[src/pmcd_map.svh]
// Register map, field codes and timing constants of the power and clock
// controller. Assumes a 32-bit APB word per register and a 10 MHz clock.
`ifndef PMCD_MAP_SVH
`define PMCD_MAP_SVH

// ****************************************************************
// Register offsets (byte addresses)
// ****************************************************************
`define PMCD_OFS_PWRCTL  8'h00
`define PMCD_OFS_DIV     8'h04
`define PMCD_OFS_PENABLE 8'h08
`define PMCD_OFS_VECMAP  8'h0c
`define PMCD_OFS_EXTMODE 8'h10
`define PMCD_OFS_EXTWAKE 8'h14
`define PMCD_OFS_STAT    8'h18
`define PMCD_OFS_MASK    8'h1c
`define PMCD_OFS_RTCSRC  8'h20

// ****************************************************************
// Fields and codes
// ****************************************************************
`define PMCD_BIT_IDLE   0
`define PMCD_BIT_PDOWN  1
`define PMCD_DIV_QTR    2'h0
`define PMCD_DIV_FULL   2'h1
`define PMCD_DIV_HALF   2'h2
`define PMCD_N_EXT      9
`define PMCD_N_GRP      4
`define PMCD_BIT_CAP    9
`define PMCD_BIT_WAKE   10
`define PMCD_N_STAT     11

// ****************************************************************
// Timing
// ****************************************************************
`define PMCD_CLK_NS     100
`define PMCD_WAKE_NS    6400
`define PMCD_WAKE_CYC   ((`PMCD_WAKE_NS + `PMCD_CLK_NS - 1) / `PMCD_CLK_NS)

`endif

[src/pmcd_pkg.sv]
// Types shared by the power and clock controller.
// Assumes pmcd_map.svh carries all numeric constants.
package pmcd_pkg;
    // Power state of the chip
    typedef enum logic [1:0] {
        PMCD_RUN,
        PMCD_IDLE,
        PMCD_PDOWN,
        PMCD_WAKEUP
    } pmcd_state_t;
endpackage : pmcd_pkg

[src/pmcd_top.sv]
// Power mode, wake-up and peripheral clock divider controller with APB.
// Assumes I_CLK is an always-on clock; clock enables gate the rest.
// Operation
// - Idle halts execution until reset or interrupt
// - Idle stops cpu, memory, bus clocks only
// - Power-down stops the main oscillator
// - Power-down keeps state and holds pins
// - Reset or clockless interrupt ends power-down
// - RTC runs in power-down on 32 kHz
// - Software gates each peripheral clock separately
// - Peripheral clock at full, half, quarter rate
// - Divider resets to quarter rate
// - PLL stays running during idle
// - Nine edge/level inputs, four request lines
// - Each external input can enable wake-up
// - Capture inputs interrupt but never wake
// - Vector area mapped to flash or SRAM
// - Wake-up timer delays execution after power-down
`timescale 1ns/1ps
`default_nettype none
`include "pmcd_map.svh"

module pmcd_top
    import pmcd_pkg::*;
#(
    parameter int N_PERIPH = 8                       // Gated peripherals
) (
    input  wire logic                I_CLK,          // 10 MHz clock
    input  wire logic                I_RST_B,        // Sync reset, low
    input  wire logic                I_PSEL,         // APB select
    input  wire logic                I_PENABLE,      // APB enable
    input  wire logic                I_PWRITE,       // APB write
    input  wire logic [7:0]          I_PADDR,        // APB byte address
    input  wire logic [31:0]         I_PWDATA,       // APB write data
    output logic      [31:0]         O_PRDATA,       // APB read data
    output logic                     O_PREADY,       // APB ready
    output logic                     O_PSLVERR,      // APB error
    input  wire logic [8:0]          I_EXT_IN,       // External int pins
    input  wire logic                I_CAP_EVT,      // Capture event
    input  wire logic                I_PERIPH_IRQ,   // Other periph irq
    output logic                     O_CPU_CLOCK_EN, // cpu/mem/bus clock
    output logic                     O_OSC_EN,       // Main oscillator
    output logic                     O_PIN_HOLD,     // Freeze out pins
    output logic                     O_PLL_KEEP,     // Keep PLL running
    output logic                     O_PCLK_EN,      // Periph clock tick
    output logic [N_PERIPH-1:0]      O_PERIPH_CLK_EN,// Per-periph gate
    output logic                     O_RTC_EXT_CLK,  // RTC on 32 kHz
    output logic                     O_RTC_CLK_EN,   // RTC clock runs
    output logic                     O_VEC_SRAM,     // Vectors in SRAM
    output logic [3:0]               O_EXT_IRQ,      // Request lines
    output logic                     O_IRQ           // Summary interrupt
);

    // ****************************************************************
    // Declarations
    // ****************************************************************
    localparam int WAKE_CYC = `PMCD_WAKE_CYC;         // Wake-up timer
    pmcd_state_t               state;                 // Power state
    logic [1:0]                ctrl;                  // Idle/pd bits
    logic [1:0]                div;                   // Divider code
    logic [1:0]                div_cnt;               // Divider count
    logic [N_PERIPH-1:0]       periph_en;             // Periph gates
    logic                      vec_sram;              // Vector map
    logic [8:0]                ext_edge;              // 1 = edge mode
    logic [8:0]                ext_wake;              // Wake enables
    logic [8:0]                ext_prev;              // Last pin level
    logic [`PMCD_N_STAT-1:0]   stat;                  // Sticky status
    logic [`PMCD_N_STAT-1:0]   mask;                  // Interrupt mask
    logic [`PMCD_N_STAT-1:0]   stat_set;              // Events
    logic                      rtc_sel;               // RTC source
    logic [15:0]               wake_cnt;              // Timer count
    logic                      wr;                    // Write strobe
    logic                      setup;                 // Setup phase
    logic                      wake_src;              // Clockless wake
    logic                      wake_done;             // Timer expired
    logic [31:0]               next_rdata;            // Read mux
    logic                      next_err;              // Unmapped addr

    assign wr        = I_PSEL && I_PENABLE && I_PWRITE;
    assign setup     = I_PSEL && !I_PENABLE;
    // wake enables
    // Level detect only: edges need a clock, which is stopped.
    assign wake_src  = |(I_EXT_IN & ext_wake);
    assign wake_done = (wake_cnt == 16'(WAKE_CYC - 1));

    // ****************************************************************
    // APB slave: zero wait, data registered in setup phase
    // ****************************************************************
    assign O_PREADY = 1'b1;

    // Read multiplexer and address decode
    always_comb begin
        next_rdata = 32'h0;
        next_err   = 1'b0;
        case (I_PADDR)
            `PMCD_OFS_PWRCTL:  next_rdata = {30'h0, ctrl};
            `PMCD_OFS_DIV:     next_rdata = {30'h0, div};
            `PMCD_OFS_PENABLE: next_rdata = 32'(periph_en);
            `PMCD_OFS_VECMAP:  next_rdata = {31'h0, vec_sram};
            `PMCD_OFS_EXTMODE: next_rdata = {23'h0, ext_edge};
            `PMCD_OFS_EXTWAKE: next_rdata = {23'h0, ext_wake};
            `PMCD_OFS_STAT:    next_rdata = {21'h0, stat};
            `PMCD_OFS_MASK:    next_rdata = {21'h0, mask};
            `PMCD_OFS_RTCSRC:  next_rdata = {31'h0, rtc_sel};
            default:           next_err   = 1'b1;
        endcase
    end

    // Read data and error held from setup into access phase
    always_ff @(posedge I_CLK) begin
        if (!I_RST_B) begin
            O_PRDATA  <= 32'h0;
            O_PSLVERR <= 1'b0;
        end else if (setup) begin
            O_PRDATA  <= I_PWRITE ? 32'h0 : next_rdata;
            O_PSLVERR <= next_err;
        end
    end

    // ****************************************************************
    // Plain configuration registers
    // ****************************************************************
    // Software settings; unmapped writes are dropped
    always_ff @(posedge I_CLK) begin
        if (!I_RST_B) begin
            div       <= `PMCD_DIV_QTR;
            periph_en <= '1;
            vec_sram  <= 1'b0;
            ext_edge  <= 9'h0;
            ext_wake  <= 9'h0;
            mask      <= '0;
            rtc_sel   <= 1'b0;
        end else if (wr) begin
            case (I_PADDR)
                // ratio select; code 3 behaves as quarter
                `PMCD_OFS_DIV:     div       <= I_PWDATA[1:0];
                `PMCD_OFS_PENABLE: periph_en <= I_PWDATA[N_PERIPH-1:0];
                `PMCD_OFS_VECMAP:  vec_sram  <= I_PWDATA[0];
                `PMCD_OFS_EXTMODE: ext_edge  <= I_PWDATA[8:0];
                `PMCD_OFS_EXTWAKE: ext_wake  <= I_PWDATA[8:0];
                `PMCD_OFS_MASK:    mask <= I_PWDATA[`PMCD_N_STAT-1:0];
                `PMCD_OFS_RTCSRC:  rtc_sel   <= I_PWDATA[0];
                default: ;
            endcase
        end
    end

    // ****************************************************************
    // Power state machine
    // ****************************************************************
    // Mode bits: software sets, hardware clears on exit
    always_ff @(posedge I_CLK) begin
        if (!I_RST_B) begin
            ctrl <= 2'h0;
        end else if (state == PMCD_IDLE && O_IRQ) begin
            ctrl[`PMCD_BIT_IDLE] <= 1'b0;
        end else if (state == PMCD_WAKEUP && wake_done) begin
            ctrl <= 2'h0;
        end else if (wr && I_PADDR == `PMCD_OFS_PWRCTL) begin
            ctrl <= I_PWDATA[1:0];
        end
    end

    // Mode transitions; power-down wins if both bits are set
    always_ff @(posedge I_CLK) begin
        if (!I_RST_B) begin
            state <= PMCD_RUN;
        end else begin
            case (state)
                PMCD_RUN: begin
                    if (ctrl[`PMCD_BIT_PDOWN])
                        state <= PMCD_PDOWN;
                    else if (ctrl[`PMCD_BIT_IDLE])
                        state <= PMCD_IDLE;
                end
                PMCD_IDLE: if (O_IRQ) state <= PMCD_RUN;
                PMCD_PDOWN: if (wake_src) state <= PMCD_WAKEUP;
                PMCD_WAKEUP: if (wake_done) state <= PMCD_RUN;
                default: state <= PMCD_RUN;
            endcase
        end
    end

    // Wake-up timer count
    always_ff @(posedge I_CLK) begin
        if (!I_RST_B || state != PMCD_WAKEUP)
            wake_cnt <= 16'h0;
        else
            wake_cnt <= wake_cnt + 16'h1;
    end

    assign O_CPU_CLOCK_EN = (state == PMCD_RUN);
    assign O_OSC_EN       = (state != PMCD_PDOWN);
    // pins frozen until clocks are stable again
    assign O_PIN_HOLD     = (state == PMCD_PDOWN) || (state == PMCD_WAKEUP);
    assign O_PLL_KEEP     = O_OSC_EN;
    // RTC alive in power-down only on external source
    assign O_RTC_EXT_CLK  = rtc_sel;
    assign O_RTC_CLK_EN   = rtc_sel || O_OSC_EN;
    assign O_VEC_SRAM     = vec_sram;

    // ****************************************************************
    // Peripheral clock divider
    // ****************************************************************
    // tick every 1, 2 or 4 cpu clocks; stops with the oscillator
    always_ff @(posedge I_CLK) begin
        if (!I_RST_B) begin
            div_cnt   <= 2'h0;
            O_PCLK_EN <= 1'b0;
        end else if (!O_OSC_EN) begin
            div_cnt   <= 2'h0;
            O_PCLK_EN <= 1'b0;
        end else begin
            O_PCLK_EN <= (div_cnt == 2'h0);
            if (div == `PMCD_DIV_FULL)
                div_cnt <= 2'h0;
            else if (div == `PMCD_DIV_HALF)
                div_cnt <= {1'b0, ~div_cnt[0]};
            else
                div_cnt <= div_cnt + 2'h1;
        end
    end

    // gates hold in run and idle alike
    assign O_PERIPH_CLK_EN = O_OSC_EN ? periph_en : '0;

    // ****************************************************************
    // External interrupts and status
    // ****************************************************************
    // Previous pin levels for edge detect
    always_ff @(posedge I_CLK) begin
        if (!I_RST_B)
            ext_prev <= 9'h0;
        else
            ext_prev <= I_EXT_IN;
    end

    // edge or level event per input; edge mode ignores a held pin
    genvar g;
    generate
        for (g = 0; g < `PMCD_N_EXT; g++) begin : g_ext
            assign stat_set[g] = I_EXT_IN[g] & ~(ext_edge[g] & ext_prev[g]);
        end
    endgenerate
    assign stat_set[`PMCD_BIT_CAP]  = I_CAP_EVT;
    assign stat_set[`PMCD_BIT_WAKE] = (state == PMCD_WAKEUP) && wake_done;

    // Sticky status, write one to clear; a new event beats the clear
    always_ff @(posedge I_CLK) begin
        if (!I_RST_B)
            stat <= '0;
        else if (wr && I_PADDR == `PMCD_OFS_STAT)
            stat <= (stat & ~I_PWDATA[`PMCD_N_STAT-1:0]) | stat_set;
        else
            stat <= stat | stat_set;
    end

    // input i feeds request line i mod 4
    generate
        for (g = 0; g < `PMCD_N_GRP; g++) begin : g_grp
            logic [8:0] sel;
            for (genvar k = 0; k < `PMCD_N_EXT; k++) begin : g_bit
                assign sel[k] = (k % `PMCD_N_GRP) == g;
            end
            assign O_EXT_IRQ[g] = |(stat[8:0] & mask[8:0] & sel);
        end
    endgenerate

    assign O_IRQ = (|(stat & mask)) || I_PERIPH_IRQ;

    // ****************************************************************
    // Assertions
    // ****************************************************************
    a_idle_core_off : assert property (@(posedge I_CLK) disable iff (!I_RST_B)
        state == PMCD_IDLE |-> !O_CPU_CLOCK_EN && O_OSC_EN)
        else $error("core clock running in idle");
    a_idle_exit_irq : assert property (@(posedge I_CLK) disable iff (!I_RST_B)
        state == PMCD_IDLE && O_IRQ |=> state == PMCD_RUN)
        else $error("idle not left on interrupt");
    a_pd_osc_off : assert property (@(posedge I_CLK) disable iff (!I_RST_B)
        state == PMCD_PDOWN |-> !O_OSC_EN && O_PERIPH_CLK_EN == '0)
        else $error("clock alive in power-down");
    a_pd_pin_hold : assert property (@(posedge I_CLK) disable iff (!I_RST_B)
        $rose(state == PMCD_PDOWN) |-> O_PIN_HOLD[*2])
        else $error("pins not held");
    a_pd_wake_go : assert property (@(posedge I_CLK) disable iff (!I_RST_B)
        state == PMCD_PDOWN && wake_src |=> state == PMCD_WAKEUP)
        else $error("wake ignored");
    a_cap_no_wake : assert property (@(posedge I_CLK) disable iff (!I_RST_B)
        state == PMCD_PDOWN && !wake_src |=> state == PMCD_PDOWN)
        else $error("woken without enabled pin");
    a_wake_timer_len : assert property (@(posedge I_CLK) disable iff (!I_RST_B)
        state == PMCD_WAKEUP && wake_cnt < 16'(WAKE_CYC - 1) |=>
        state == PMCD_WAKEUP && !O_CPU_CLOCK_EN)
        else $error("wake timer cut short");
    a_ctrl_self_clr : assert property (@(posedge I_CLK) disable iff (!I_RST_B)
        state == PMCD_WAKEUP && wake_done |=> ctrl == 2'h0 && O_CPU_CLOCK_EN)
        else $error("mode bits not cleared");
    a_div_reset_qtr : assert property (@(posedge I_CLK)
        !I_RST_B |=> div == `PMCD_DIV_QTR)
        else $error("divider not quarter after reset");
    a_div_quarter : assert property (@(posedge I_CLK) disable iff (!I_RST_B)
        div == `PMCD_DIV_QTR && $stable(div) && O_PCLK_EN && O_OSC_EN
        ##1 $stable(div) && O_OSC_EN |-> !O_PCLK_EN)
        else $error("quarter ratio wrong");
    a_rtc_pd_src : assert property (@(posedge I_CLK) disable iff (!I_RST_B)
        state == PMCD_PDOWN |-> O_RTC_CLK_EN == rtc_sel)
        else $error("rtc clock wrong in power-down");
    a_pll_idle_on : assert property (@(posedge I_CLK) disable iff (!I_RST_B)
        state == PMCD_IDLE |-> O_PLL_KEEP)
        else $error("pll dropped in idle");
    a_vec_map_wr : assert property (@(posedge I_CLK) disable iff (!I_RST_B)
        wr && I_PADDR == `PMCD_OFS_VECMAP |=> O_VEC_SRAM == $past(I_PWDATA[0]))
        else $error("vector map not updated");

    c_idle_cycle : cover property (@(posedge I_CLK) disable iff (!I_RST_B)
        state == PMCD_IDLE ##[1:50] state == PMCD_RUN);
    c_pd_wake : cover property (@(posedge I_CLK) disable iff (!I_RST_B)
        state == PMCD_WAKEUP && wake_done);
    c_stat_race : cover property (@(posedge I_CLK) disable iff (!I_RST_B)
        wr && I_PADDR == `PMCD_OFS_STAT && |stat_set);
    c_half_rate : cover property (@(posedge I_CLK) disable iff (!I_RST_B)
        div == `PMCD_DIV_HALF && O_PCLK_EN);

endmodule : pmcd_top

`default_nettype wire

[config.mk]
export PLATFORM = sky130hd
export DESIGN_NAME = pmcd_top
export DESIGN_NICKNAME = d
export VERILOG_FILES = /design/src/pmcd_pkg.sv /design/src/pmcd_top.sv
export VERILOG_INCLUDE_DIRS = /design/src
export SDC_FILE = /design/constraint.sdc
export NUM_CORES = 1
export LEC_CHECK = 0
export ABC_AREA = 1
export BUFFER_PORTS_ARGS = -buffer_cell sky130_fd_sc_hd__buf_2
export CORE_ASPECT_RATIO = 0.5
export CORE_MARGIN = 4
export CORE_UTILIZATION = 45
export DETAILED_ROUTE_END_ITERATION = 16
export GPL_TIMING_DRIVEN = 0
export MAX_ROUTING_LAYER = met4
export PLACE_DENSITY = 0.71
export SLEW_MARGIN = 25
export SYNTH_ARGS = -nofsm -noshare
export SYNTH_HDL_FRONTEND = slang
export SYNTH_SLANG_ARGS = --single-unit
[constraint.sdc]
create_clock -name I_CLK -period 2 [get_ports I_CLK]
set_input_delay 0.2 -clock I_CLK [delete_from_list [all_inputs] [get_ports I_CLK]]
set_output_delay 0.2 -clock I_CLK [all_outputs]
set_load 0.02 [all_outputs]
# Word-level counts from Yosys, hierarchy flattened
# Index checks and enable logic that the tools add are counted.
# word_totals
ff_bits	117
inputBits	56
out_inout_bits	55
elab_cells	129
# classes
n_addsub	2
eq_ne	20
n_mux	14
n_bitwise	38
reduce_logical	37
# ops
operator	count
11-bit one-hot mux with 9 select lines	1
8-bit by 5-bit == test with 1-bit output (second input constant)	4
32-bit 2-to-1 mux	1
11-bit AND	2
11-bit bitwise OR	2
1-bit AND	18
9-bit AND	2
2-bit AND reduction	9
9-bit OR reduction	2
16-bit by 1-bit adder with 16-bit output (second input constant)	1
16-bit by 6-bit == test with 1-bit output (second input constant)	1
8-bit by 4-bit == test with 1-bit output (second input constant)	2
2-bit 2-to-1 mux	7
1-bit NOT	13
11-bit 2-to-1 mux	1
11-bit NOT	1
11-bit OR reduction	1
2-bit inequality test (second input constant)	5
3-bit OR reduction	3
8-bit by 3-bit == test with 1-bit output (second input constant)	1
8-bit by 6-bit == test with 1-bit output (second input constant)	1
8-bit zero test	1
8-bit 2-to-1 mux	1
2-bit one-hot mux with 4 select lines	1
13 further kinds	30

# Depth between registers and ports, before layout
# depth
word_depth	6
depth_mapped	12
depth_no_buf	11

# Worst setup path before layout
# OpenSTA, ideal clock, no wires.
# synth_path
kind	reg-to-reg
from	register mask[1]
to	register ctrl[1]
setup_ns	0.115
arrival_time_ns	1.592
t_required_ns	1.885
slack_ns	0.293
stages_incl_launch_ff	8
path_buffers	0
period_less_slack_ns	1.707
cell_sequence	dfxtp_1 -> inv_1 -> o21ai_0 -> nor2_1 -> nand3_1 -> nand2_1 -> a21oi_1 -> nor2_1
# synth_between
elab_chain_cells	6
# synth_rtl
element	line_no	source
from (decl)	pmcd_top.sv:68	logic [`PMCD_N_STAT-1:0] mask;
from (signal assigned)	pmcd_top.sv:141	`PMCD_OFS_MASK: mask <= I_PWDATA[`PMCD_N_STAT-1:0];
11-bit AND	pmcd_top.sv:269	assign O_IRQ = (|(stat & mask)) || I_PERIPH_IRQ;
11-bit OR reduction	pmcd_top.sv:269	
1-bit logical OR	pmcd_top.sv:269	
net O_IRQ	pmcd_top.sv:51	output logic O_IRQ
1-bit logical AND	pmcd_top.sv:155	end else if (state == PMCD_IDLE && O_IRQ) begin
1-bit NOT (no source line)	--	
2-bit AND reduction (no source line)	--	
to (signal assigned)	pmcd_top.sv:160	ctrl <= I_PWDATA[1:0];
to (decl)	pmcd_top.sv:59	logic [1:0] ctrl;
# The timed path passes the listed nets, and every way through them passes these cells.
# A chain may end at the register's enable or synchronous reset.

# Worst setup path in the final report
# layout_path
from	register state[0]
to	output O_PERIPH_CLK_EN[5]
# layout_between
elab_chain_cells	2
# layout_rtl
element	line_no	source
from (decl)	pmcd_top.sv:58	pmcd_state_t state;
from (signal assigned)	pmcd_top.sv:167	state <= PMCD_RUN;
from (signal assigned)	pmcd_top.sv:172	state <= PMCD_PDOWN;
from (signal assigned)	pmcd_top.sv:174	state <= PMCD_IDLE;
2-bit inequality test	pmcd_top.sv:193	assign O_OSC_EN = (state != PMCD_PDOWN);
8-bit 2-to-1 mux	pmcd_top.sv:225	assign O_PERIPH_CLK_EN = O_OSC_EN ? periph_en : '0;
to (decl)	pmcd_top.sv:46	output logic [N_PERIPH-1:0] O_PERIPH_CLK_EN,
# No other way between the ends.

==> reports/metrics.cfg <==
[worst_setup_path]
path_buf_inv=3
timing.critical_path.slowest_stage_cell=sky130_fd_sc_hd__dfxtp_1
critical_path_required_ns=1.80
critPathCaptureType=primary output
path_delay_family=buffers and inverters
crit_path_max_fanout=6
cpPeakStageDelay_ns=0.38
timing.critical_path.from_type=flop
cp_data_arrival_time_ns=1.62
critical_path_class=reg -> out
crit_path_cell_trace=inv_1, nand2_2, clkinvlp_4, nor2_1, buf_2

[floorplan]
die_h_um=80.7
core_region_area_mm2=0.0102
top_level_pins=111
floorplan.rows=26
die_area_mm2=0.0124
floorplan.die.width_um=153
floorplan.initialDensity_pct=46.4

[place]
hpwl_um=10100
port_buffers=66
place.gp.congestion=0.964
place_worst_setup_slack_ns=0.332

[cells_and_area]
final-seq-area_mm2=0.00192
fillCellCount=1011
n_antenna_cell=0
area_taken_by_multi_input_logic_gates_mm2=0.00228
layout.cells.most_common=sky130_fd_sc_hd__nand2_1
synthToLayoutAreaGrowth_pct=19.7
post_route_cells_drive_above_1_share_pct=20.7
layout.cells.most_common_list=sky130_fd_sc_hd__nand2_1, sky130_fd_sc_hd__dfxtp_1, sky130_fd_sc_hd__inv_1
fin_nets=839

[job]
cap_viol_max_count=0

[logic_synthesis]
top_cell_type_by_total_area_after_synthesis=sky130_fd_sc_hd__dfxtp_1
yosys.cell_types.count=37
ys_ff_latch=96
synth.yosys.seq_area_share_pct=40.4
synthesis.area_mm2=0.00476
ys_warn_count=0
synth_top_area_cells=sky130_fd_sc_hd__dfxtp_1, sky130_fd_sc_hd__nand2_1, sky130_fd_sc_hd__a21oi_1
yosys.area.top_type_share_pct=40.4
avgSynthCellArea_um2=7.00
synthCells=680

[sta]
setup_viol=0
fin_tns_setup_ns=0
drv_slew=0
fmax_mhz=548
layout_worst_path_cycle_share_pct=91.2
timing_hold_violations_final=0
rsz0062_at_grt=false
worst_slew_pin_slew_ns=0.596
postLayoutSetupSlackWorst_ns=0.175
clock-skew-final_ns=0.00839
final.min_clock_period_ns=1.82
max-slew-margin-rel_pct=60.3

[routing]
drt-pass1-iter-count=5
detail_route.wirelength.met1_um=6110
routed_wirelength_um=13400
antenna_violating_nets_post_route=0
routed-via-count=4680
dr_wl_met3_um=1470
detail_route.vias_per_cell=5.06
routed_wire_length_per_instance_um=14.5
dr.max_layer_used=met4
detailroute.wirelength.met2_um=5620
route.detailed.drc=0
drtIter0Drc=358

[clocking]
clk-insertion-delay-late_ns=0.35
cts_root_buffer=sky130_fd_sc_hd__clkbuf_16
tritoncts=built
numCtsBuffers=9
clock_path_buffers=2
cts_num_sinks=96
cts.clk_slew.worst_paths_ns=0.07
h-tree-depth=3

[run_status]
outcome=complete, no violations

[power]
sw_frac_of_total_pct=22.5
switching_power_of_the_nets_w=0.000946
comb_power_share_pct=7.4
worst_ir_drop_vdd_uv=500
seq_power_share_pct=46.8
p_leak_nw=2.54
intPower_w=0.00325
power_frac_clock_pct=45.7
power.density_cell_area_mw_per_mm2=737

[global_route]
antenna_found_initial=0
grt_pass1_wl_um=21500
pin_count_of_the_biggest_net_entering_global_routing=15
grt_pass1_vias=4275
globalRouteOverflowTotal=0
grt.total_usage_pct=22.7

[min_path]
worst_hold_path_type=in -> reg

-- area by class of cell --
| cell class | instances | share of cell area (%) |
|---|---|---|
| clock buffer | 14 | 4.81 |
| inverter | 90 | 6.04 |
| clock inverter | 2 | 1.05 |
| timing repair inverter | 1 | 0.132 |
| buffer | 46 | 5.25 |
| multi-input combinational | 468 | 40.0 |
| sequential | 96 | 33.7 |
| timing repair buffer | 67 | 5.93 |
| tap | 140 | 3.08 |
-- registers in the layout, summed over array words and instances, names as in the netlist --
register,cells
O_RTC_EXT_CLK,1
O_VEC_SRAM,1
periph_en,8
O_PSLVERR,1
ctrl,2
ext_edge,9
wake_cnt,16
div,2
ext_prev,9
O_PCLK_EN,1
mask,11
ext_wake,9
stat,11
div_cnt,2
O_PRDATA,11
state,2
-- metrics by stage --
| step | area (um2) | power, W | utilization, % | std cells | hold WS (ns) |
|---|---|---|---|---|---|
| after floorplan | 4830 | 0.00221 | - | 700 | 0.311 |
| after global placement | 5340 | 0.00231 | 52.1 | 906 | 0.411 |
| after global routing | 5700 | 0.00433 | 55.6 | 924 | 0.0690 |
| final | 5700 | 0.00420 | 55.6 | 924 | 0.0619 |
| after CTS | 5670 | 0.00421 | 55.3 | 922 | 0.0586 |
| after detailed placement | 5340 | 0.00232 | 52.1 | 906 | 0.417 |
-- path summary, 6_finish.rpt --
path,startpoint,to,slack (ns),depth (start not counted)
max,state[0]$_SDFFE_PN0P_,O_PERIPH_CLK_EN[5],0.18,5
min,I_EXT_IN[6],ext_prev[6]$_SDFF_PN0_,0.06,3
max reg2reg,wake_cnt[0]$_SDFF_PP0_,state[1]$_SDFFE_PN0P_,0.36,10
min reg2reg,div_cnt[0]$_SDFF_PP0_,div_cnt[0]$_SDFF_PP0_,0.43,1
-- cell usage after synthesis, drive strengths merged --
| cell | n |
|---|---|
| inv | 88 |
| clkinv | 2 |
| o21ai | 43 |
| a21oi | 61 |
| o211ai | 8 |
| nand3 | 63 |
| nor3 | 8 |
| buf | 36 |
| clkbuf | 10 |
| o22ai | 1 |
| a31o | 9 |
| conb | 2 |
| or2 | 3 |
| nand3b | 2 |
| nor4 | 1 |
| nor3b | 2 |
| nor2 | 79 |
| ha | 4 |
| xor2 | 3 |
| nand2 | 148 |
| nand4 | 11 |
| dfxtp | 96 |
-- metal layers --
| metal | track usage, % | up-vias |
|---|---|---|
| li1 | - | 2357 |
| met1 | 29.7 | 2125 |
| met5 | - | - |
| met3 | 7.59 | 20 |
| met2 | 33.9 | 178 |
| met4 | 6.26 | 0 |
-- power by group through the flow --
stage / Combinational [W] / Sequential [W] / Clock (W)
finish: 0.000311 / 0.00197 / 0.00192
global route: 0.000342 / 0.00197 / 0.00202
CTS: 0.000307 / 0.00197 / 0.00194
detailed placement: 0.000307 / 0.00201 / 0
global placement: 0.000302 / 0.00201 / 0
floorplan: 0.000199 / 0.00201 / 0
-- repair_timing --
| action | in CTS | in global routing |
|---|---|---|
| setup endpoints to repair | 0 | 9 |
| buffers inserted | 0 | 1 |
| endpoints found under the hold margin | 0 | 0 |
| resized for setup | 0 | 4 |
| hold buffers | 0 | 0 |
-- cell families after synthesis --
family | after synthesis | share of synthesized area (%)
xor+xnor | 3 | 0.552
other cells | 2 | 0.158
compound gates | 122 | 14.2
buf+inv | 136 | 13.4
simple gates | 317 | 30.2
flops | 96 | 40.4
fa+ha+maj | 4 | 1.05
-- tightest hold or removal path, delay by kind of cell --
| family | cells | cell delay [ns] |
|---|---|---|
| buffers and inverters | 2 | 0.13 |
| and+or+nand+nor | 1 | 0.06 |
(Power assumes the default switching activity.)
